===== src/mwp_pkg.sv =====
// constants shared by the write-protect and register-map logic
// assumes one 25 MHz clock and a single-lane serial host on the pins
package mwp_pkg;

   // -------------------------------------------------------------
   // instruction opcodes
   // -------------------------------------------------------------
   localparam logic [7:0] OP_WRITE_ENABLE = 8'h06;
   localparam logic [7:0] OP_WRITE_DISABLE = 8'h04;
   localparam logic [7:0] OP_MEM_WRITE = 8'h02;
   localparam logic [7:0] OP_READ_ANY_REG = 8'h65;
   localparam logic [7:0] OP_WRITE_ANY_REG = 8'h71;

   // -------------------------------------------------------------
   // register addresses used by read/write any register
   // -------------------------------------------------------------
   localparam logic [23:0] REG_STATUS = 24'h000000;
   localparam logic [23:0] REG_INT_STATUS = 24'h000001;
   localparam logic [23:0] REG_CONFIG_ONE = 24'h000002;
   localparam logic [23:0] REG_CONFIG_TWO = 24'h000003;
   localparam logic [23:0] REG_INT_CONFIG = 24'h000004;
   localparam logic [23:0] REG_ECC_DATA_IN = 24'h000005;
   localparam logic [23:0] REG_ECC_INJECT = 24'h000006;
   localparam logic [23:0] REG_ECC_DATA_OUT = 24'h000007;
   localparam logic [23:0] REG_ECC_ERR_COUNT = 24'h000008;
   localparam logic [23:0] REG_EXT_ADDR = 24'h000009;
   localparam logic [23:0] REG_DEVICE_ID = 24'h000030;

   // -------------------------------------------------------------
   // field positions and reset values
   // -------------------------------------------------------------
   localparam int SR_WP_EN_POS = 7;
   localparam int SR_TB_POS = 5;
   localparam int SR_BP_HI = 4;
   localparam int SR_BP_LO = 2;
   localparam int SR_WEL_POS = 1;
   localparam int CR1_LOCK_POS = 2;
   localparam int CR1_WMODE_HI = 1;
   localparam int CR1_WMODE_LO = 0;
   localparam logic [7:0] CR1_RESET = 8'he0;
   localparam logic [7:0] CR1_WR_MASK = 8'he7;
   localparam int CR2_W = 4;
   localparam logic [3:0] CR2_RESET = 4'h8;
   localparam logic [7:0] INT_CFG_WR_MASK = 8'h0f;
   localparam int EXT_W = 5;
   localparam logic [1:0] WMODE_NORMAL = 2'h0;
   localparam logic [1:0] WMODE_SRAM = 2'h1;
   localparam logic [1:0] WMODE_BACK2BACK = 2'h2;

   // -------------------------------------------------------------
   // framing, protection and identity
   // -------------------------------------------------------------
   localparam logic [2:0] BIT_LAST = 3'h7;
   localparam logic [1:0] ADDR_BYTE_LAST = 2'h2;
   localparam logic [3:0] LAT_LAST = 4'h1;
   localparam int ID_BYTE_LAST = 3;
   localparam logic [2:0] PROT_CODE_ALL = 3'h7;
   // value is arbitrary, not a real maker or part code
   localparam logic [31:0] DEVICE_ID_DEFAULT = 32'h5a2c_0101;
   // sync order: cs_b, sclk, mosi, wp_b, tb pin, protect pins 2..0
   localparam logic [7:0] SYNC_RESET = 8'h90;
   // host must wait this long after power-up; counted by the host
   localparam int POWER_UP_WAIT_US = 250;

   typedef enum logic [2:0] {
      ST_IDLE,
      ST_CMD,
      ST_ADDR,
      ST_WAIT,
      ST_DATA,
      ST_SKIP
   } mwp_state_e;

endpackage


===== src/mwp_sync.sv =====
// two-flop synchroniser for a group of asynchronous pin levels
// assumes the pins are slow against clk_i, as the serial clock is
`timescale 1ns/10ps
module mwp_sync #(
   parameter int W = 8,
   parameter logic [W-1:0] RST_VAL = '0
) (
   input wire logic clk_i,
   input wire logic rst_b_i,
   input wire logic [W-1:0] async_i,
   output logic [W-1:0] sync_o
);
   logic [W-1:0] meta_q;

   always_ff @(posedge clk_i) begin
      if (!rst_b_i) begin
         meta_q <= RST_VAL;
         sync_o <= RST_VAL;
      end else begin
         meta_q <= async_i;
         sync_o <= meta_q;
      end
   end
endmodule


===== src/mwp_range_check.sv =====
// decides whether an array address lies in a block-protected region
// assumes the address is the full array address, msb at ADDR_W-1
`timescale 1ns/10ps
module mwp_range_check #(
   parameter int ADDR_W = 29
) (
   input wire logic [ADDR_W-1:0] addr_i,
   input wire logic [2:0] code_i,
   input wire logic bottom_i,
   output logic hit_o
);
   import mwp_pkg::*;

   // code 1 covers 1/64, each step doubles, code 7 covers all; the
   // region is the set of addresses whose top (7-code) bits are all
   // ones (top anchored) or all zeros (bottom anchored)
   function automatic logic in_region(input logic [ADDR_W-1:0] a,
                                      input logic [2:0] code,
                                      input logic bottom);
      logic ok;
      int span;
      ok = (code != 3'h0);
      span = int'(PROT_CODE_ALL) - int'(code);
      for (int i = 0; i < int'(PROT_CODE_ALL) - 1; i++) begin
         if (i < span && a[ADDR_W-1-i] == bottom) begin
            ok = 1'b0;
         end
      end
      return ok;
   endfunction

   always_comb begin
      hit_o = in_region(addr_i, code_i, bottom_i);
   end
endmodule


===== src/mwp_protect_core.sv =====
// serial register map, write-enable latch and array write protection
// assumes a mode-0 single-lane host clocked far below clk_i; the
// array itself sits outside and takes mem_wr_o as a write strobe
//
// Functional notes
// - any high protect pin blocks array writes in its selected region
// - all protect pins low give no pin-based array protection
// - top/bottom pin low anchors the region at the highest address
// - top/bottom pin high anchors the region at address zero
// - protect pins read low through reset, meaning no pin protection until they are sampled
// - pin code picks 1/64 up to all of the upper array, 000 none
// - bottom mode uses the same fractions counted from address zero
// - read any register decodes the fixed register address map
// - writes need the latch set, except array writes in sram mode; only the enable opcode sets it
// - back-to-back mode keeps the latch across array writes
// - latch is a read-only status bit, zero after reset
// - with pin-protect enabled, a low wp_b pin blocks register writes
// - software top/bottom bit: 0 top anchored, 1 bottom, reset 0
// - software protect field uses the pin code mapping, reset 000
// - software and pin protection are ORed per address
// - status bits six and zero read as zero
// - register writes need the latch and clear it at deselect
// - lock bit freezes the software top/bottom and protect fields
`timescale 1ns/10ps
module mwp_protect_core #(
   parameter int ADDR_W = 29,
   parameter logic [31:0] DEVICE_ID = mwp_pkg::DEVICE_ID_DEFAULT
) (
   input wire logic clk_i,
   input wire logic rst_b_i,
   input wire logic cs_b_i,
   input wire logic sclk_i,
   input wire logic mosi_i,
   input wire logic wp_b_i,
   input wire logic hw_protect_pin_bit0_i,
   input wire logic hw_protect_pin_bit1_i,
   input wire logic hw_protect_pin_bit2_i,
   input wire logic hw_top_bottom_pin_i,
   output logic miso_o,
   output logic miso_oe_b_o,
   output logic mem_wr_o,
   output logic [ADDR_W-1:0] mem_addr_o,
   output logic [7:0] mem_wdata_o,
   output logic write_enable_latch_o
);
   import mwp_pkg::*;

   // -------------------------------------------------------------
   // state
   // -------------------------------------------------------------
   typedef struct packed {
      mwp_state_e st;
      logic sclk_prev;
      logic cs_prev;
      logic [2:0] bit_cnt;
      logic [1:0] byte_cnt;
      logic [7:0] shift_in;
      logic [7:0] opcode;
      logic [23:0] addr;
      logic [3:0] lat_cnt;
      logic [7:0] shift_out;
      logic miso;
      logic miso_oe_b;
      logic wp_en;
      logic sw_tb;
      logic [2:0] sw_bp;
      logic wel;
      logic [7:0] cr1;
      logic [CR2_W-1:0] cr2;
      logic [7:0] int_cfg;
      logic [7:0] ecc_in;
      logic [7:0] ecc_inj;
      logic [EXT_W-1:0] ext;
      logic reg_wr_seen;
      logic arr_wr_seen;
      logic mem_wr;
      logic [ADDR_W-1:0] mem_addr;
      logic [7:0] mem_data;
   } mwp_state_s;

   mwp_state_s q;
   mwp_state_s d;

   // -------------------------------------------------------------
   // pin synchronisers
   // -------------------------------------------------------------
   logic [7:0] pins_async;
   logic [7:0] pins_s;
   logic cs_b_s;
   logic sclk_s;
   logic mosi_s;
   logic wp_b_s;
   logic hw_tb_s;
   logic [2:0] hw_code_s;

   assign pins_async = {cs_b_i, sclk_i, mosi_i, wp_b_i,
                        hw_top_bottom_pin_i, hw_protect_pin_bit2_i,
                        hw_protect_pin_bit1_i, hw_protect_pin_bit0_i};

   // protect pins start low, so the array is unprotected until the pins are sampled
   mwp_sync #(
      .W(8),
      .RST_VAL(SYNC_RESET)
   ) u_sync (
      .clk_i(clk_i),
      .rst_b_i(rst_b_i),
      .async_i(pins_async),
      .sync_o(pins_s)
   );

   assign {cs_b_s, sclk_s, mosi_s, wp_b_s, hw_tb_s, hw_code_s} = pins_s;

   // -------------------------------------------------------------
   // address protection
   // -------------------------------------------------------------
   logic [ADDR_W-1:0] cur_addr;
   logic hw_hit;
   logic sw_hit;
   logic prot_hit;

   assign cur_addr = ADDR_W'({q.ext, q.addr});

   mwp_range_check #(
      .ADDR_W(ADDR_W)
   ) u_hw_range (
      .addr_i(cur_addr),
      .code_i(hw_code_s),
      .bottom_i(hw_tb_s),
      .hit_o(hw_hit)
   );

   mwp_range_check #(
      .ADDR_W(ADDR_W)
   ) u_sw_range (
      .addr_i(cur_addr),
      .code_i(q.sw_bp),
      .bottom_i(q.sw_tb),
      .hit_o(sw_hit)
   );

   assign prot_hit = hw_hit | sw_hit;

   // -------------------------------------------------------------
   // register read decode
   // -------------------------------------------------------------
   function automatic logic [7:0] status_byte(input mwp_state_s s);
      logic [7:0] b;
      b = 8'h00;
      b[SR_WP_EN_POS] = s.wp_en;
      b[SR_TB_POS] = s.sw_tb;
      b[SR_BP_HI:SR_BP_LO] = s.sw_bp;
      b[SR_WEL_POS] = s.wel;
      return b;
   endfunction

   // unmapped addresses and the ecc result registers read zero here;
   // the identity streams its bytes msb first on successive reads
   function automatic logic [7:0] reg_read(input logic [23:0] a,
                                           input logic [1:0] idx,
                                           input mwp_state_s s);
      logic [7:0] r;
      r = 8'h00;
      case (a)
         REG_STATUS: r = status_byte(s);
         REG_CONFIG_ONE: r = s.cr1;
         REG_CONFIG_TWO: r = {{(8-CR2_W){1'b0}}, s.cr2};
         REG_INT_CONFIG: r = s.int_cfg;
         REG_ECC_DATA_IN: r = s.ecc_in;
         REG_ECC_INJECT: r = s.ecc_inj;
         REG_EXT_ADDR: r = {{(8-EXT_W){1'b0}}, s.ext};
         REG_DEVICE_ID: r = DEVICE_ID[8*(ID_BYTE_LAST-int'(idx)) +: 8];
         default: r = 8'h00;
      endcase
      return r;
   endfunction

   // -------------------------------------------------------------
   // frame decode and next state
   // -------------------------------------------------------------
   logic sclk_rise;
   logic sclk_fall;
   logic cs_rise;
   logic byte_done;
   logic [7:0] byte_in;
   logic [1:0] wmode;
   logic mem_allow;
   logic reg_allow;
   logic is_read;

   assign sclk_rise = sclk_s & ~q.sclk_prev;
   assign sclk_fall = ~sclk_s & q.sclk_prev;
   assign cs_rise = cs_b_s & ~q.cs_prev;
   assign byte_done = (q.bit_cnt == BIT_LAST);
   assign byte_in = {q.shift_in[6:0], mosi_s};
   assign wmode = q.cr1[CR1_WMODE_HI:CR1_WMODE_LO];
   assign is_read = (q.opcode == OP_READ_ANY_REG);
   // sram mode skips the latch; the reserved mode acts as normal
   assign mem_allow = (wmode == WMODE_SRAM) || q.wel;
   assign reg_allow = q.wel && !(q.wp_en && !wp_b_s);

   always_comb begin
      d = q;
      d.mem_wr = 1'b0;
      d.sclk_prev = sclk_s;
      d.cs_prev = cs_b_s;
      if (cs_b_s) begin
         d.st = ST_IDLE;
         d.bit_cnt = 3'h0;
         d.byte_cnt = 2'h0;
         d.miso_oe_b = 1'b1;
         d.miso = 1'b0;
         if (cs_rise) begin
            // back-to-back and sram modes keep the latch after array writes
            if (q.reg_wr_seen || (q.arr_wr_seen &&
                wmode != WMODE_BACK2BACK && wmode != WMODE_SRAM)) begin
               d.wel = 1'b0;
            end
            d.reg_wr_seen = 1'b0;
            d.arr_wr_seen = 1'b0;
         end
      end else begin
         if (sclk_rise) begin
            d.shift_in = byte_in;
            d.bit_cnt = q.bit_cnt + 3'h1;
            unique case (q.st)
               ST_IDLE, ST_CMD: begin
                  d.st = ST_CMD;
                  if (byte_done) begin
                     d.opcode = byte_in;
                     d.byte_cnt = 2'h0;
                     d.st = ST_SKIP;
                     case (byte_in)
                        OP_WRITE_ENABLE: d.wel = 1'b1;
                        OP_WRITE_DISABLE: d.wel = 1'b0;
                        OP_MEM_WRITE,
                        OP_READ_ANY_REG,
                        OP_WRITE_ANY_REG: d.st = ST_ADDR;
                        default: d.st = ST_SKIP;
                     endcase
                  end
               end
               ST_ADDR: begin
                  if (byte_done) begin
                     d.addr = {q.addr[15:0], byte_in};
                     d.byte_cnt = q.byte_cnt + 2'h1;
                     if (q.byte_cnt == ADDR_BYTE_LAST) begin
                        d.byte_cnt = 2'h0;
                        if (!is_read) begin
                           d.st = ST_DATA;
                        end else if (q.cr2 == '0) begin
                           d.st = ST_DATA;
                           d.shift_out = reg_read(d.addr, 2'h0, q);
                        end else begin
                           d.st = ST_WAIT;
                           d.lat_cnt = q.cr2;
                        end
                     end
                  end
               end
               ST_WAIT: begin
                  // dummy clocks before read data; bits are not counted
                  d.bit_cnt = 3'h0;
                  d.lat_cnt = q.lat_cnt - 4'h1;
                  if (q.lat_cnt == LAT_LAST) begin
                     d.st = ST_DATA;
                     d.shift_out = reg_read(q.addr, 2'h0, q);
                  end
               end
               ST_DATA: begin
                  if (byte_done) begin
                     d.byte_cnt = q.byte_cnt + 2'h1;
                     if (is_read) begin
                        d.shift_out = reg_read(q.addr, d.byte_cnt, q);
                     end else if (q.opcode == OP_MEM_WRITE) begin
                        // each byte is checked at its own address
                        if (mem_allow && !prot_hit) begin
                           d.mem_wr = 1'b1;
                           d.mem_addr = cur_addr;
                           d.mem_data = byte_in;
                           d.arr_wr_seen = 1'b1;
                        end
                        d.addr = q.addr + 24'h1;
                     end else begin
                        if (q.wel) begin
                           d.reg_wr_seen = 1'b1;
                        end
                        if (reg_allow) begin
                           case (q.addr)
                              REG_STATUS: begin
                                 d.wp_en = byte_in[SR_WP_EN_POS];
                                 if (!q.cr1[CR1_LOCK_POS]) begin
                                    d.sw_tb = byte_in[SR_TB_POS];
                                    d.sw_bp = byte_in[SR_BP_HI:SR_BP_LO];
                                 end
                              end
                              REG_CONFIG_ONE:
                                 d.cr1 = byte_in & CR1_WR_MASK;
                              REG_CONFIG_TWO:
                                 d.cr2 = byte_in[CR2_W-1:0];
                              REG_INT_CONFIG:
                                 d.int_cfg = byte_in & INT_CFG_WR_MASK;
                              REG_ECC_DATA_IN: d.ecc_in = byte_in;
                              REG_ECC_INJECT: d.ecc_inj = byte_in;
                              REG_EXT_ADDR: d.ext = byte_in[EXT_W-1:0];
                              default: d.ecc_in = q.ecc_in;
                           endcase
                        end
                     end
                  end
               end
               ST_SKIP: d.st = ST_SKIP;
            endcase
         end
         // read data change on the falling edge, host samples late in the high half
         if (sclk_fall && q.st == ST_DATA && is_read) begin
            d.miso = q.shift_out[7];
            d.shift_out = {q.shift_out[6:0], 1'b0};
            d.miso_oe_b = 1'b0;
         end
      end
   end

   // -------------------------------------------------------------
   // registers
   // -------------------------------------------------------------
   always_ff @(posedge clk_i) begin
      if (!rst_b_i) begin
         q <= '0;
         q.st <= ST_IDLE;
         q.cs_prev <= 1'b1;
         q.miso_oe_b <= 1'b1;
         q.wel <= 1'b0;
         q.sw_tb <= 1'b0;
         q.sw_bp <= 3'h0;
         q.cr1 <= CR1_RESET;
         q.cr2 <= CR2_RESET;
      end else begin
         q <= d;
      end
   end

   // -------------------------------------------------------------
   // outputs
   // -------------------------------------------------------------
   assign miso_o = q.miso;
   assign miso_oe_b_o = q.miso_oe_b;
   assign mem_wr_o = q.mem_wr;
   assign mem_addr_o = q.mem_addr;
   assign mem_wdata_o = q.mem_data;
   assign write_enable_latch_o = q.wel;

endmodule


===== config.mk =====
export PLATFORM = sky130hd
export DESIGN_NAME = mwp_protect_core
export DESIGN_NICKNAME = d
export VERILOG_FILES = /design/src/mwp_pkg.sv /design/src/mwp_sync.sv /design/src/mwp_range_check.sv /design/src/mwp_protect_core.sv
export SDC_FILE = /design/constraint.sdc
export NUM_CORES = 1
export LEC_CHECK = 0
export BUFFER_PORTS_ARGS = -buffer_cell sky130_fd_sc_hd__buf_2
export CAP_MARGIN = 10
export CORE_UTILIZATION = 57
export DETAILED_ROUTE_END_ITERATION = 8
export GPL_TIMING_DRIVEN = 0
export PLACE_DENSITY = 0.75
export SLEW_MARGIN = 20
export SYNTH_ARGS = -nofsm -noshare
export SYNTH_HDL_FRONTEND = slang
export SYNTH_HIERARCHICAL = 1
export SYNTH_SLANG_ARGS = --single-unit

===== constraint.sdc =====
create_clock -name clk_i -period 2.9 [get_ports clk_i]
set_input_delay 0.145 -clock clk_i [delete_from_list [all_inputs] [get_ports clk_i]]
set_output_delay 0.145 -clock clk_i [all_outputs]
set_load 0.1 [all_outputs]

* Word level (Yosys, flattened, before mapping) *
Index checks and enable logic that the tools add are counted.

storage, ports and cells
  output and inout port bits = 41
  input port bits = 10
  logic and storage cells = 263
  flip-flop bits (word level) = 160

operators by class
  order comparisons = 12
  add/sub/neg operators = 7
  multiplexer cells = 68
  reductions and logical operators = 67
  shifts and indexed selects = 1
  bitwise operators = 15
  equality and inequality tests = 64

operator list
  operator                                                                      number
  81-bit two-way mux                                                            3
  8-bit case mux with 8 select lines                                            3
  24-bit by 3-bit == test with 1-bit output, second input constant              6
  3-bit by 32-bit < comparator with 1-bit output, first input constant          4
  4-bit by 32-bit < comparator with 1-bit output, first input constant          4
  24-bit by 2-bit == test with 1-bit output, second input constant              4
  82-bit two-way mux                                                            1
  39-bit two-way mux                                                            2
  24-bit two-way mux                                                            3
  1-bit by 32-bit < comparator with 1-bit output, first input constant          2
  2-bit by 32-bit < comparator with 1-bit output, first input constant          2
  8-bit two-way mux                                                             8
  8-bit AND reduction                                                           7
  24-bit by 4-bit == test with 1-bit output, second input constant              2
  24-bit by 6-bit == test with 1-bit output, second input constant              2
  24-bit logical NOT                                                            2
  24-bit case mux with 2 select lines                                           1
  42-bit two-way mux                                                            1
  41-bit two-way mux                                                            1
  36-bit two-way mux                                                            1
  7-bit AND reduction                                                           5
  32-bit by 6-bit variable part select with 8-bit output, first input constant  1
  24-bit by 1-bit adder with 24-bit output, second input constant               1
  8-bit by 7-bit == test with 1-bit output, second input constant               3
  50 further kinds                                                              165

* Longest topological paths before layout *
  depth in word-level cells = 19
  mapped depth = 11
  mapped depth without buffers = 9

* Modules after synthesis *
Netlist, hierarchy kept.

by module, submodules not included
  module                         area an instance (um2)  instances  cells an instance  seq. area each (um2)
  mwp_protect_core               7930.1                  1          1006               2882.8
  mwp_sync                       442.9                   1          33                 320.3
  mwp_range_check at u_hw_range  160.2                   1          23                 0.0
  mwp_range_check at u_sw_range  148.9                   1          21                 0.0

* Worst setup path after synthesis *
OpenSTA, ideal clock, no wires.

  kind = flip-flop to flip-flop
  from = register q (netlist bit cur_addr[0])
  to = register q[94] (netlist name)
  required time = 2830 ps
  cell stages (with the launch flop) = 9
  library setup time = 70 ps
  buffers on the path = 1
  slack = 644 ps
  clock period less this slack = 2256 ps
  data arrival time = 2186 ps
  cells stage by stage = dfxtp_1 > inv_1 > ha_1 > buf_2 > nor4b_2 > nand4_1 > nor4b_1 > a21oi_1 > a21oi_1

between the ends
  longest elaborated chain between the ends = 9
  elaborated cells between the ends (all ways) = 29
  classes of those cells = eq/ne (14); mux (13); reduce/logical (2)

RTL lines
  element                                                            RTL line                 RTL
  start, declared                                                    mwp_protect_core.sv:81   mwp_state_s q;
  24-bit by 6-bit == test with 1-bit output (tied with other cells)  mwp_protect_core.sv:163  case (a)
  8-bit case mux with 8 select lines                                 mwp_protect_core.sv:163
  8-bit two-way mux                                                  mwp_protect_core.sv:250  end else if (q.cr2 == '0) begin
  12-bit two-way mux                                                 mwp_protect_core.sv:248  if (!is_read) begin
  12-bit two-way mux                                                 mwp_protect_core.sv:246  if (q.byte_cnt == ADDR_BYTE_LAST) begin
  36-bit two-way mux                                                 mwp_protect_core.sv:243  if (byte_done) begin
  8-bit case mux with 3 select lines *                               mwp_protect_core.sv:225  unique case (q.st)
  8-bit two-way mux *                                                mwp_protect_core.sv:222  if (sclk_rise) begin
  10-bit two-way mux *                                               mwp_protect_core.sv:315  if (sclk_fall && q.st == ST_DATA && is_read) begin

Mark *: on every way between the ends. The rest lies on a longest branch, timed or not. The select of a mux whose other input is x is not followed.
A chain may end at the register's enable or synchronous reset.

* Worst setup path after layout *
  from = register q[126] (netlist name)
  to = register q (netlist bit cur_addr[0])

between the ends
  longest elaborated chain between the ends = 3
  elaborated cells between the ends (all ways) = 5
  classes of those cells = eq/ne (4); reduce/logical (1)

RTL lines
  element                                                                                                      RTL line
  8-bit by 2-bit == test with 1-bit output / 8-bit by 7-bit == test with 1-bit output (equally long branches)  mwp_protect_core.sv:274, mwp_protect_core.sv:196
  2-bit != test (no line)                                                                                      --
  7-bit AND reduction (no line) *                                                                              --

Mark *: on every way between the ends. The rest lies on a longest branch, timed or not.

==> flow_summary.toml <==
[sta]
fin_setup_tns_ps = 0
rsz0062_at_grt = "yes"
fin_crit_sh_pct = 95.6
tightest_slew_ps = 864
relSlewSlack_pct = 42.4
worst_slack_ps = 128
finalCriticalPeriod_ps = 2770
fmax_mhz = 361
hold_violations = 0
slew_viol_final = 0
setup_viol = 0
skew_ps = 10.4

[cells_and_area]
synthToLayoutAreaGrowth_pct = 15.4
layout_commonest_cell = "nand2_1"
multi_input_area_sq_um = 4810
layout_common_cells = "nand2_1 (166), dfxtp_1 (159), a21oi_1 (113)"
regArea_sq_um = 3200
fin_util_pct = 68.2
layout.nets = 1185
fillCellCount = 1279
num_antenna_cells = 0
final_layout_size_suffix_gt1_share_pct = 17.4
layoutNonFillerInstCount = 1357

[clocking]
cts_buffer_depth = 2
clock_latency_ps = 430
clock-root-buffer = "clkbuf_16"
htree_num_levels = 4
clock_sinks = 160
clk_pin_slew_ps = 60
numCtsBuffers = 17
cts_tree = "built"

[power_and_ir_drop]
intPower_mw = 3.96
powerDensity_nw_per_um2 = 492
p_sw_share_pct = 19.6
netSwitchingPower_uw = 968
combPwrFrac_pct = 2.3
p_leak_nw = 3.76
vdd_drop_max_uv = 586
sequentialPowerShare_pct = 45.0
clockPowerShare_pct = 52.7

[floorplan]
die_h_um = 125
ios = 51
die_x_um = 125
num_rows = 44
initial_utilization_pct = 59.1
die_area_sq_um = 15700
core_sq_um = 14700

[synth]
synth-edff-count = 0
synth_area_leaders = "dfxtp_1 (37%), nand2_1 (7.2%), a21oi_1 (6.5%)"
synth-seq-area-share_pct = 36.9
syn-instance-count = 1083
ys.flop_type = "dfxtp_1"
synth_area_sq_um = 8680
ys_ff_latch = 160
synth_top_area_share_pct = 36.9
ys_warn_count = 6
syn_avg_cell_area_sq_um = 8.02
synth_nets = 1105
async_flop_share_pct = 0
yosysTopAreaCell = "dfxtp_1"
yosysUniqueCellTypes = 89

[min_path]
holdCritPathClass = "in2reg"
min_from = "rst_b_i"
whs_path_depth = 2

[worst_setup_path]
crit_fanout = 10
cp_common_cell = "a21oi_1"
worstSetupPathType = "reg2reg"
r2r_slack_ps = 130
reg2reg_depth = 7
slowest_delay_ps = 500
end_kind = "flip-flop"
startpoint = "q[126]"
critPathArrivalTime_ps = 3050
crit_path_cell_trace = "or4b_1, or3_1, o21ai_1, nand4_1, buf_2, a21oi_1, a21oi_1"
cp-start-kind = "flip-flop"
cp_data_required_time_ps = 3180
rr_startpoint = "q[126]"
crit_slowest_cell = "or3_1"

[drt]
drcViolationCount = 2
finalWirelength_um = 25900
firstDrtPassIters = 9
drt_iter0_drc = 934
wl_per_cell_um = 19.1
ant_nets = 0
num_vias = 8387
vias_per_cell = 6.18

[global_route]
grt_usage_pct = 33.3
grt_overflow = 0
antenna_found_initial = 0
grt_max_degree = 17
grt_pass1_vias = 7562
grt_first_pass_wirelength_um = 40700

[place]
io_buffers = 50
dp.cells = 1317
dp_hpwl_um = 18400
gp_congestion = 1.01
pre_cts_ws_ps = -305

[job]
drv_cap = 0

[outcome]
violations = "design-rule violations"
status = "complete, but fails checks"
[registers in the layout, summed over array words and instances, names as in the netlist]
register              cells
byte_in                   7
cur_addr                 29
mem_addr_o               29
mem_wdata_o               8
mem_wr_o                  1
miso_o                    1
miso_oe_b_o               1
q                        67
u_sync/meta_q             8
u_sync/sync_o             8
write_enable_latch_o      1
[synthesized netlist by cell type, types with 9 or more instances]
master	instances
nand2_1	166
dfxtp_1	160
a21oi_1	113
nor2_1	109
clkbuf_1	52
o21ai_0	52
mux2i_1	51
buf_4	40
nand3_1	22
inv_1	21
nor3_1	18
a22oi_1	17
nand2b_1	15
buf_2	14
ha_1	12
and2_1	11
and2_2	10
a211oi_1	9
nand4_1	9
[through the flow]
step           total power [mW]  instance area [sq um]  hold slack (ps)
3_5_place_dp               2.37                   9160              328
3_3_place_gp               2.37                   9160              325
4_1_cts                    4.95                   9950             61.2
5_1_grt                    5.05                  10000             59.5
2_1_floorplan              2.33                   8680              241
6_report                   4.93                  10000             52.6
[worst max-delay path: cells and delay by family, from the launching register on]
kind / cells / cell delay (ps)
buf+inv: 1 / 380
simple gates: 3 / 1370
flops: 1 / 410
compound gates: 3 / 470
[final timing paths]
| path | endpoint |
|---|---|
| max | cur_addr[0] |
| min | u_sync/sync_o[7] |
| min reg2reg | u_sync/sync_o[7] |
| max reg2reg | cur_addr[0] |
[power groups by stage]
stage,logic [mW],clock network [mW],registers [mW]
2_1_floorplan,0.0656,0,2.26
3_3_place_gp,0.102,0,2.27
3_5_place_dp,0.102,0,2.27
4_1_cts,0.112,2.62,2.22
5_1_grt,0.122,2.71,2.22
6_report,0.113,2.60,2.22
[final cells by class]
class / count / area share [%]
plain buffers: 118 / 6.68
clock inverters: 10 / 2.35
inverters: 21 / 0.786
clock buffers: 19 / 4.42
repair buffers: 61 / 3.52
well taps: 184 / 2.30
flip-flops and latches: 160 / 32.0
multi-input cells: 784 / 48.0
[kinds of logic (layout without fill, tap and decap cells)]
| group | count (synthesis) | in the layout | synth area share (%) |
|---|---|---|---|
| and+or+nand+nor | 437 | 437 | 25.7 |
| AOI/OAI and AO/OA | 274 | 274 | 20.2 |
| DFF | 160 | 160 | 36.9 |
| buffers and inverters | 139 | 229 | 8.59 |
| muxes | 52 | 52 | 6.01 |
| adders and majority gates | 12 | 12 | 1.73 |
| xor gates and xnor gates | 9 | 9 | 0.908 |
[per-layer routing]
layer  wire (um)  track usage [%]  share of wire, %  vias up
met1       11100             43.9                43     3949
met5           0                0                 0        -
met2       11400             50.8                44      426
met4        1150             16.9               4.4        0
met3        2310             7.92               8.9       64
li1            -                -                 -     3948
[repair_timing]
item,CTS,global route
endpoints found under the setup margin,15,46
resized for setup,4,13
pin swaps,0,0
buffers inserted,0,3
hold endpoints to repair,8,0
hold buffers,8,0
cloned,0,0
Note: power is estimated with default switching activity, not from simulation.
